[src/rtl/axh_regs.svh]
// Constants for the stream handshake channel
//
// How it works
// - Beat moves only when valid and ready high
// - Ready may rise before, with or after valid
// - Ready is registered, never from valid directly
// - Ready pre-asserted while buffer has room
// - No combinational paths between the channels
// - Reverse information only on side signals
// - Missing ready means ready always high
// - Payload counts only on a completed handshake
// - Only valid is mandatory on a channel
// - Ports named role, axis, bus, signal
// - Sub-channels broken out as byte-aligned wiring
`ifndef AXH_REGS_SVH
`define AXH_REGS_SVH

// ----------------------------------------------------------------
// Widths and field positions
// ----------------------------------------------------------------
`define AXH_DATA_W 32
`define AXH_USER_W 8
`define AXH_LANE_W 16
`define AXH_RE_LSB 0
`define AXH_IM_LSB 16
`define AXH_CNT_W 16

// ----------------------------------------------------------------
// Buffer depth and reset values
// ----------------------------------------------------------------
`define AXH_BUF_DEPTH 2
`define AXH_CNT_RST 16'h0000
`define AXH_DATA_RST 32'h0000_0000

`endif

[src/rtl/axh_pkg.sv]
// Types shared by the stream handshake channel modules
`include "axh_regs.svh"

package axh_pkg;

    // ------------------------------------------------------------
    // Beat carrier
    // ------------------------------------------------------------
    typedef struct packed {
        logic [`AXH_DATA_W-1:0] tdata;
        logic [`AXH_USER_W-1:0] tuser;
        logic tlast;
    } axh_beat_t;

    // ------------------------------------------------------------
    // Watch on the incoming source, Gray along idle-held-idle
    // ------------------------------------------------------------
    typedef enum logic [0:0] {
        AXH_IDLE = 1'b0,
        AXH_HELD = 1'b1
    } axh_watch_t;

    // ------------------------------------------------------------
    // Buffer state
    // ------------------------------------------------------------
    typedef struct packed {
        axh_beat_t [`AXH_BUF_DEPTH-1:0] slot;
        logic [1:0] count;
        logic inReady;
        logic outValid;
    } axh_buf_t;

    // ------------------------------------------------------------
    // Channel state
    // ------------------------------------------------------------
    typedef struct packed {
        axh_watch_t watch;
        axh_beat_t heldBeat;
        logic withdrawErr;
        logic changeErr;
        logic monValid;
        logic [`AXH_DATA_W-1:0] monData;
        logic [`AXH_CNT_W-1:0] beatCount;
        logic [`AXH_CNT_W-1:0] packetCount;
        logic [`AXH_CNT_W-1:0] curLen;
        logic [`AXH_CNT_W-1:0] lastLen;
        logic [`AXH_CNT_W-1:0] stallCount;
    } axh_chan_t;

endpackage : axh_pkg

[src/rtl/axh_skid_buf.sv]
// Two-entry shift buffer with registered valid and ready
`timescale 1ns/1ps

module axh_skid_buf
    import axh_pkg::*;
(
    // Clock and reset
    input wire logic mclk,
    input wire logic reset_n,
    // Filling side
    input wire logic inValid,
    output logic inReady,
    input wire axh_beat_t inBeat,
    // Draining side
    output logic outValid,
    input wire logic outReady,
    output axh_beat_t outBeat
);

    // ------------------------------------------------------------
    // State
    // ------------------------------------------------------------
    axh_buf_t st;
    axh_buf_t next_st;
    logic push;
    logic pop;
    logic [1:0] wrIdx;

    // Handshakes on both sides
    assign push = inValid && st.inReady;
    assign pop = st.outValid && outReady;

    // Next state; head always sits in slot 0 so outputs are flops
    always_comb begin
        next_st = st;
        wrIdx = st.count - {1'b0, pop};
        if (pop) begin
            for (int i = 0; i < `AXH_BUF_DEPTH - 1; i++) begin
                next_st.slot[i] = st.slot[i + 1];
            end
        end
        if (push) begin
            next_st.slot[wrIdx[0]] = inBeat;
        end
        next_st.count = st.count + {1'b0, push} - {1'b0, pop};
        // Ready comes from fill level only, never from inValid
        next_st.inReady = (next_st.count != 2'(`AXH_BUF_DEPTH));
        next_st.outValid = (next_st.count != 2'd0);
    end

    // Register; ready is up from reset so it waits ahead of data
    always_ff @(posedge mclk or negedge reset_n) begin
        if (!reset_n) begin
            st <= '0;
            st.inReady <= 1'b1;
        end else begin
            st <= next_st;
        end
    end

    // Outputs straight from flops
    assign inReady = st.inReady;
    assign outValid = st.outValid;
    assign outBeat = st.slot[0];

endmodule : axh_skid_buf

[src/rtl/axh_channel.sv]
// Stream channel: buffered pass-through with monitor and watchdog
`timescale 1ns/1ps
`include "axh_regs.svh"

module axh_channel
    import axh_pkg::*;
(
    // Clock and reset
    input wire logic mclk,
    input wire logic reset_n,
    // Incoming stream from the source
    input wire logic s_axis_cplx_tvalid,
    output logic s_axis_cplx_tready,
    input wire logic [`AXH_DATA_W-1:0] s_axis_cplx_tdata,
    input wire logic [`AXH_USER_W-1:0] s_axis_cplx_tuser,
    input wire logic s_axis_cplx_tlast,
    // Outgoing stream to the destination
    output logic m_axis_cplx_tvalid,
    input wire logic m_axis_cplx_tready,
    output logic [`AXH_DATA_W-1:0] m_axis_cplx_tdata,
    output logic [`AXH_USER_W-1:0] m_axis_cplx_tuser,
    output logic m_axis_cplx_tlast,
    // Broken-out sub-channels of the outgoing data
    output logic [`AXH_LANE_W-1:0] m_axis_cplx_re_tdata,
    output logic [`AXH_LANE_W-1:0] m_axis_cplx_im_tdata,
    // Forward-only monitor channel, no ready
    output logic m_axis_mon_tvalid,
    output logic [`AXH_DATA_W-1:0] m_axis_mon_tdata,
    // Out-of-band status and control
    input wire logic errClear,
    output logic withdrawErr,
    output logic changeErr,
    output logic [`AXH_CNT_W-1:0] beatCount,
    output logic [`AXH_CNT_W-1:0] packetCount,
    output logic [`AXH_CNT_W-1:0] lastLen,
    output logic [`AXH_CNT_W-1:0] stallCount
);

    // ------------------------------------------------------------
    // Buffer in the data path
    // ------------------------------------------------------------
    axh_beat_t inBeat;
    axh_beat_t outBeat;
    logic bufInReady;
    logic bufOutValid;

    // Pack the incoming payload
    assign inBeat.tdata = s_axis_cplx_tdata;
    assign inBeat.tuser = s_axis_cplx_tuser;
    assign inBeat.tlast = s_axis_cplx_tlast;

    // A stall downstream fills this and drops ready upstream
    axh_skid_buf uBuf (
        .mclk(mclk),
        .reset_n(reset_n),
        .inValid(s_axis_cplx_tvalid),
        .inReady(bufInReady),
        .inBeat(inBeat),
        .outValid(bufOutValid),
        .outReady(m_axis_cplx_tready),
        .outBeat(outBeat)
    );

    // ------------------------------------------------------------
    // Channel state
    // ------------------------------------------------------------
    axh_chan_t st;
    axh_chan_t next_st;
    logic inFire;
    logic outFire;
    logic setWithdraw;
    logic setChange;

    // Transfers on each side
    assign inFire = s_axis_cplx_tvalid && bufInReady;
    assign outFire = bufOutValid && m_axis_cplx_tready;

    // Next state of watchdog, monitor and counters
    always_comb begin
        next_st = st;
        setWithdraw = 1'b0;
        setChange = 1'b0;

        // Watch a pending beat; only flags, the beat is not altered
        unique case (st.watch)
            AXH_IDLE: begin
                if (s_axis_cplx_tvalid && !bufInReady) begin
                    next_st.watch = AXH_HELD;
                    next_st.heldBeat = inBeat;
                end
            end
            AXH_HELD: begin
                if (!s_axis_cplx_tvalid) begin
                    setWithdraw = 1'b1;
                    next_st.watch = AXH_IDLE;
                end else begin
                    if (inBeat != st.heldBeat) begin
                        setChange = 1'b1;
                    end
                    next_st.heldBeat = inBeat;
                    if (bufInReady) begin
                        next_st.watch = AXH_IDLE;
                    end
                end
            end
        endcase

        // Sticky flags; a new event wins over a clear
        next_st.withdrawErr = (st.withdrawErr && !errClear)
            || setWithdraw;
        next_st.changeErr = (st.changeErr && !errClear)
            || setChange;

        // Monitor copy comes from flops, one cycle after the beat
        next_st.monValid = inFire;
        if (inFire) begin
            next_st.monData = s_axis_cplx_tdata;
        end

        // Counts advance only on a taken beat
        if (inFire) begin
            next_st.beatCount = st.beatCount + 16'h0001;
            if (s_axis_cplx_tlast) begin
                next_st.packetCount = st.packetCount + 16'h0001;
                next_st.lastLen = st.curLen + 16'h0001;
                next_st.curLen = `AXH_CNT_RST;
            end else begin
                next_st.curLen = st.curLen + 16'h0001;
            end
        end

        // Back-pressure cycles seen downstream; wraps at full scale
        if (bufOutValid && !m_axis_cplx_tready) begin
            next_st.stallCount = st.stallCount + 16'h0001;
        end
    end

    // Register; the source keeps valid low here, so no beat pends
    always_ff @(posedge mclk or negedge reset_n) begin
        if (!reset_n) begin
            st <= '0;
            st.watch <= AXH_IDLE;
            st.monData <= `AXH_DATA_RST;
            st.beatCount <= `AXH_CNT_RST;
            st.packetCount <= `AXH_CNT_RST;
            st.curLen <= `AXH_CNT_RST;
            st.lastLen <= `AXH_CNT_RST;
            st.stallCount <= `AXH_CNT_RST;
        end else begin
            st <= next_st;
        end
    end

    // ------------------------------------------------------------
    // Outgoing stream, straight from buffer flops
    // ------------------------------------------------------------
    assign s_axis_cplx_tready = bufInReady;
    assign m_axis_cplx_tvalid = bufOutValid;
    assign m_axis_cplx_tdata = outBeat.tdata;
    assign m_axis_cplx_tuser = outBeat.tuser;
    assign m_axis_cplx_tlast = outBeat.tlast;

    // Lanes are plain slices of the head slot, no added logic
    assign m_axis_cplx_re_tdata =
        outBeat.tdata[`AXH_RE_LSB +: `AXH_LANE_W];
    assign m_axis_cplx_im_tdata =
        outBeat.tdata[`AXH_IM_LSB +: `AXH_LANE_W];

    // Monitor lacks ready and last; its receiver must always take
    assign m_axis_mon_tvalid = st.monValid;
    assign m_axis_mon_tdata = st.monData;

    // Status, kept off the ready wire
    assign withdrawErr = st.withdrawErr;
    assign changeErr = st.changeErr;
    assign beatCount = st.beatCount;
    assign packetCount = st.packetCount;
    assign lastLen = st.lastLen;
    assign stallCount = st.stallCount;

endmodule : axh_channel

[config.mk]
export PLATFORM = sky130hd
export DESIGN_NAME = axh_channel
export DESIGN_NICKNAME = d
export VERILOG_FILES = /design/src/rtl/axh_pkg.sv /design/src/rtl/axh_skid_buf.sv /design/src/rtl/axh_channel.sv
export VERILOG_INCLUDE_DIRS = /design/src /design/src/rtl
export SDC_FILE = /design/constraint.sdc
export NUM_CORES = 1
export LEC_CHECK = 0
export BUFFER_PORTS_ARGS = -buffer_cell sky130_fd_sc_hd__buf_4
export CAP_MARGIN = 0
export CORE_MARGIN = 2
export CORE_UTILIZATION = 40
export DETAILED_ROUTE_END_ITERATION = 6
export PLACE_DENSITY = 0.64
export SLEW_MARGIN = 10
export SYNTH_ARGS = -nofsm -noshare
export SYNTH_HDL_FRONTEND = slang
export SYNTH_SLANG_ARGS = --single-unit
export TNS_END_PERCENT = 1
[constraint.sdc]
create_clock -name mclk -period 4.6 [get_ports mclk]
set_input_delay 0 -clock mclk [delete_from_list [all_inputs] [get_ports mclk]]
set_output_delay 0 -clock mclk [all_outputs]
set_load 0.005 [all_outputs]
After elaboration in Yosys (flattened, before gate mapping)
Index checks and enable logic that the tools add are counted.

storage, ports and cells
  register bits = 243
  bits in latches = 0
  bits in writable memories = 0
  ROM bits = 0
  output and inout port bits = 174
  word-level logic and storage cells = 67
  memories = 0

cells by class
  $add $sub $neg = 7
  $mul = 0
  div/mod/pow operators = 0
  order comparisons = 2
  equal/unequal tests = 4
  shift-type cells = 0
  mux-type cells = 16
  bitwise logic cells = 1
  reduce and logical (&&, ||, !) cells = 15

operators with widths
  operator                 count
  $mux W41                 4
  $pmux W42 S2             1
  $bwmux W82               1
  $add A16 B1 Y16 const B  4
  $mux W42                 1
  $demux W41 S1            1
  $ne A41 B41 Y1           1
  $mux W16                 1
  $logic_and A1 B1 Y1      7
  $mux W1                  7
  $ne A2 B2 Y1 const B     3
  $reduce_and A2 Y1        2
  $logic_not A1 Y1         3
  $add A2 B1 Y2            1
  $logic_or A1 B1 Y1       2
  $lt A1 B2 Y1 const B     1
  $reduce_bool A2 Y1       1
  $sub A2 B1 Y2            1
  $ge A1 B1 Y1 const B     1
  $not A1 Y1               1
  $sub A1 B1 Y1            1

Depth between registers and ports, before layout
  depth after elaboration = 8
  mapped depth = 10
  depth with buffers taken out = 8

Cells and area by module
Synthesis repeated with hierarchy kept, for this count alone.

unflattened totals
  cells, all modules = 1032
  area total of the unflattened synthesis = 11931.4 um^2

modules (own cells, without submodules)
  module        times used  cells an instance  area an instance (um^2)
  axh_channel   1           755                7838.8
  axh_skid_buf  1           277                4092.7

Least setup slack after synthesis
No wires, ideal clock.

  path kind = register to register
  start point = register uBuf.st, in the netlist uBuf.outValid
  end point = register uBuf.st[46] in the netlist's numbering
  library setup time = 125 ps
  arrival = 2460 ps
  slack = 2015 ps
  cell stages (with the launch flop) = 10
  clock period less this slack = 2585 ps
  cells stage by stage = dfrtp_1 -> nand2_1 -> buf_1 -> inv_1 -> ha_1 -> inv_1 -> ha_1 -> clkbuf_1 -> clkbuf_1 -> mux2_2

on the way
  word-level cells in the longest chain between the ends = 7
  elaborated cells between the ends (all ways) = 8
  classes of those cells = add/sub (1); order compare (2); mux (3); reduce/logical (2)

RTL lines
  what                                                                line                source
  start: declaration                                                  axh_skid_buf.sv:23  axh_buf_t st;
  start signal: assignment                                            axh_skid_buf.sv:57  st <= next_st;
  $logic_and A1 B1 Y1 *                                               axh_skid_buf.sv:31  assign pop = st.outValid && outReady;
  $sub A1 B1 Y1 *                                                     axh_skid_buf.sv:36  wrIdx = st.count - {1'b0, pop};
  $lt A1 B2 Y1 (not written as such) or $ge A1 B1 Y1 (tied branches)  axh_skid_buf.sv:43  next_st.slot[wrIdx[0]] = inBeat;
  $logic_and A1 B1 Y1 (not written as such)                           axh_skid_buf.sv:43
  $mux W41 (not written as such)                                      axh_skid_buf.sv:43
  $demux W41 S1 *                                                     --
  $bwmux W82 *                                                        axh_skid_buf.sv:43

Mark *: on every way between the ends. The rest lies on a longest branch, timed or not.
A chain may end at the register's enable or synchronous reset.

==> flow_summary.yaml <==
status:
  status: "finished clean"
logic_synthesis:
  syn_avg_cell_area_um2: 10.84
  post_synth_adder_cell_area_pct: 0.6440
  post_synth_and_or_nand_nor_area_fraction_pct: 11.22
  synth.net_count: 1127
  yosys.cell_types.count: 42
  yosys_register_bits: 243
  main_combinational_cell_family_by_area_after_synthesis: "buffers and inverters"
  synthMuxAreaShare_pct: 11.54
  synth_edf_count: 0
  yosys.area_share.xor_xnor_pct: 7.588
  synthesis.yosys.warnings: 0
  async_flop_share_pct: 100.0
  synth_cells: 1075
  cell_area_after_synthesis_um2: 11660
  compound_cell_area_share_of_the_yosys_netlist_pct: 4.207
  synth_sequential_area_ratio_pct: 52.17
  yosys_most_used_dff: "sky130_fd_sc_hd__dfrtp_1"
job:
  maximum_capacitance_violations: 0
route:
  routed_wire_length_per_instance_um: 15.96
  routed-via-count: 7506
  postRouteAntennaNets: 0
  first_pass_iters: 6
  routed_wirelength_mm: 25.04
  route.detailed.drc: 0
  detail_route.iter0.violations: 439
  vias_per_cell: 4.784
setup_path:
  critical_path.max_stage_delay_ns: 0.99
  critical_path_at_ns: 3.06
  critPathSlowestCell: "sky130_fd_sc_hd__ha_2"
  worst-setup-path-type: "reg2reg"
  critPathTopFamily: "adder cells"
  critPathRequiredTime_ns: 5.06
  timing.critical_path.mode_cell: "sky130_fd_sc_hd__inv_1"
  cp_cell_sequence: "nand2_4 -> inv_1 -> ha_1 -> inv_1 -> ha_2 -> xor2_1 -> xnor2_1 -> or2_2"
  cp-end-kind: "flop"
  cp_num_buf_inv: 2
  timing.critical_path.fanout_max: 42
  cp-start-kind: "flop"
sta:
  final_hold_viol_count: 0
  worst_slew_pin_slew_ns: 1.182
  setup_tns_ns: 0
  fmaxAchievable_ghz: 0.3846
  finalCriticalPeriod_ns: 2.600
  timing_max_transition_violations_final: 0
  min_period_over_period_pct: 56.52
  slew_headroom_pct: 21.18
  rsz0062_at_grt: "false"
  final-setup-viol-count: 0
  fin_skew_ns: 0.01038
  layout_setup_ws_ns: 2.000
die:
  floorplan.die_area_um2: 30530
  die_w_um: 174.7
  io_pins: 220
  core_area_um2: 28700
  num_rows: 62
  start_util_pct: 40.61
  die-height_um: 174.7
layout:
  total_inserted_antenna_cells: 0
  layoutNonFillerInstCount: 1569
  finish.net_count: 1219
  final_cell_mix: "sky130_fd_sc_hd__dfrtp_1, sky130_fd_sc_hd__buf_4, sky130_fd_sc_hd__nand2_1, sky130_fd_sc_hd__mux2_2, sky130_fd_sc_hd__xnor2_1"
  post-route-cell-area_um2: 13810
  drive_above_1_share_pct: 30.89
  final_common_cell: "sky130_fd_sc_hd__dfrtp_1"
  syn2layout_area_growth_pct: 18.45
pwr:
  fin_total_pwr_mw: 8.354
  worst_ir_drop_vdd_mv: 0.4091
  power_density_nw_per_um2: 605.0
  power.static_leakage_nw: 6.534
grt:
  grt_start_max_net_pins: 129
  first_global_vias: 7337
  grt_antenna_before_repair: 0
  global_route.overflow_total: 0
  grt_use_total_pct: 16.22
  grt_pass1_wl_mm: 40.25
cts:
  clockRootBuffer: "sky130_fd_sc_hd__clkbuf_16"
  cts_buffer_depth: 3
  cts_max_level: 1
  path_clk_slew_ns: 0.06
  tritoncts_sinks: 243
  postCtsSetupRepairBufs: 0
  tritoncts.num_buffers: 28
  tritoncts: "built"
  worst_skew_pair.late_latency_ns: 0.53
placement:
  placement.setup.worst_slack_ns: 1.933
  buffer_ports.inserted: 219
  hpwlAfterDp_mm: 16.12
  placed_area_um2: 12460
  gp_congestion: 0.7494
  placedCellCount: 1476
hold_path:
  hold_class: "in2async"
-- state kept, by name, summed over array words and instances (netlist names) --
name,count
st,58
uBuf.st,43
uBuf.outBeat,41
m_axis_mon_tdata,32
beatCount,16
lastLen,16
packetCount,16
stallCount,16
changeErr,1
m_axis_mon_tvalid,1
uBuf.inReady,1
uBuf.outValid,1
withdrawErr,1
-- power breakdown --
part | leakage, nW | switching [mW] | internal [mW]
clock | 0.452 | 0.855 | 1.31
sequential | 3.02 | 0.565 | 2.93
combinational | 3.06 | 1.15 | 1.54
-- layout make-up --
cell class,instances,area [um2]
Sequential cell,243,6082
Inverter,14,52.55
Multi-Input combinational cell,610,4134
Tap cell,384,480.5
Clock inverter,10,100.1
Timing Repair Buffer,270,2160
Clock buffer,38,799.5
Fill cell,2655,14890
-- synth_stat cells (2+ instances only) --
cell type,instances,area (um2)
sky130_fd_sc_hd__clkbuf_1,29,108.9
sky130_fd_sc_hd__buf_1,6,22.52
sky130_fd_sc_hd__a22o_1,6,52.55
sky130_fd_sc_hd__mux2i_1,41,410.4
sky130_fd_sc_hd__o31ai_1,4,30.03
sky130_fd_sc_hd__nand3_1,23,115.1
sky130_fd_sc_hd__xnor2_1,82,718.2
sky130_fd_sc_hd__buf_2,4,20.02
sky130_fd_sc_hd__a31oi_1,4,25.02
sky130_fd_sc_hd__or3_1,2,12.51
sky130_fd_sc_hd__nand4_1,20,125.1
sky130_fd_sc_hd__nand2_1,186,698.2
sky130_fd_sc_hd__buf_4,169,1269
sky130_fd_sc_hd__o21ai_0,67,335.3
sky130_fd_sc_hd__nor2_1,24,90.09
sky130_fd_sc_hd__and3_1,10,62.56
sky130_fd_sc_hd__dfrtp_1,242,6056
sky130_fd_sc_hd__mux2_2,83,934.7
sky130_fd_sc_hd__ha_1,6,75.07
sky130_fd_sc_hd__xor2_1,19,166.4
sky130_fd_sc_hd__inv_1,14,52.55
sky130_fd_sc_hd__nand2b_1,4,25.02
sky130_fd_sc_hd__a21oi_1,2,10.01
sky130_fd_sc_hd__nor3_1,8,40.04
sky130_fd_sc_hd__nor4_1,3,18.77
-- stage by stage --
| step | util [%] | hold WS, ns |
|---|---|---|
| finish | 48.11 | 0.1567 |
| global route | 48.11 | 0.2292 |
| CTS | 48.11 | 0.1819 |
| detailed placement | 43.40 | 0.1605 |
| global placement | 43.40 | 0.1535 |
| floorplan | - | -0.2956 |
-- timing repair --
| action | in CTS | in global routing |
|---|---|---|
| hold buffers | 45 | 0 |
| endpoints found under the hold margin | 291 | 0 |
| gates resized for setup | 0 | 0 |
-- layer usage --
metal	up-vias	global-route usage [%]	part of all wire, %
li1	3584	-	-
met1	3671	22.62	46
met2	204	26.00	47
met3	47	2.981	5.4
met4	0	4.479	2.5
met5	-	0	0
-- cell families after synthesis --
logic type | count (synthesis)
AOI/OAI and AO/OA | 88
xor gates and xnor gates | 101
adders and majority gates | 6
buffers and inverters | 222
DFF | 243
muxes | 124
and+or+nand+nor | 291
-- worst paths after layout --
path	start	end	slack, ns	cells after the start
hold / removal	reset_n	lastLen[7]	0.16	2
setup reg to reg	uBuf.outValid	uBuf.inReady	2.00	8
max in group asynchronous	reset_n	uBuf.st[68]	3.20	3
hold reg to reg	packetCount[15]	packetCount[15]	0.47	1
min in group mclk	s_axis_cplx_tdata[8]	m_axis_mon_tdata[8]	0.24	4
setup / recovery	uBuf.outValid	uBuf.inReady	2.00	8
No activity file was read; power rests on OpenSTA's default activity.
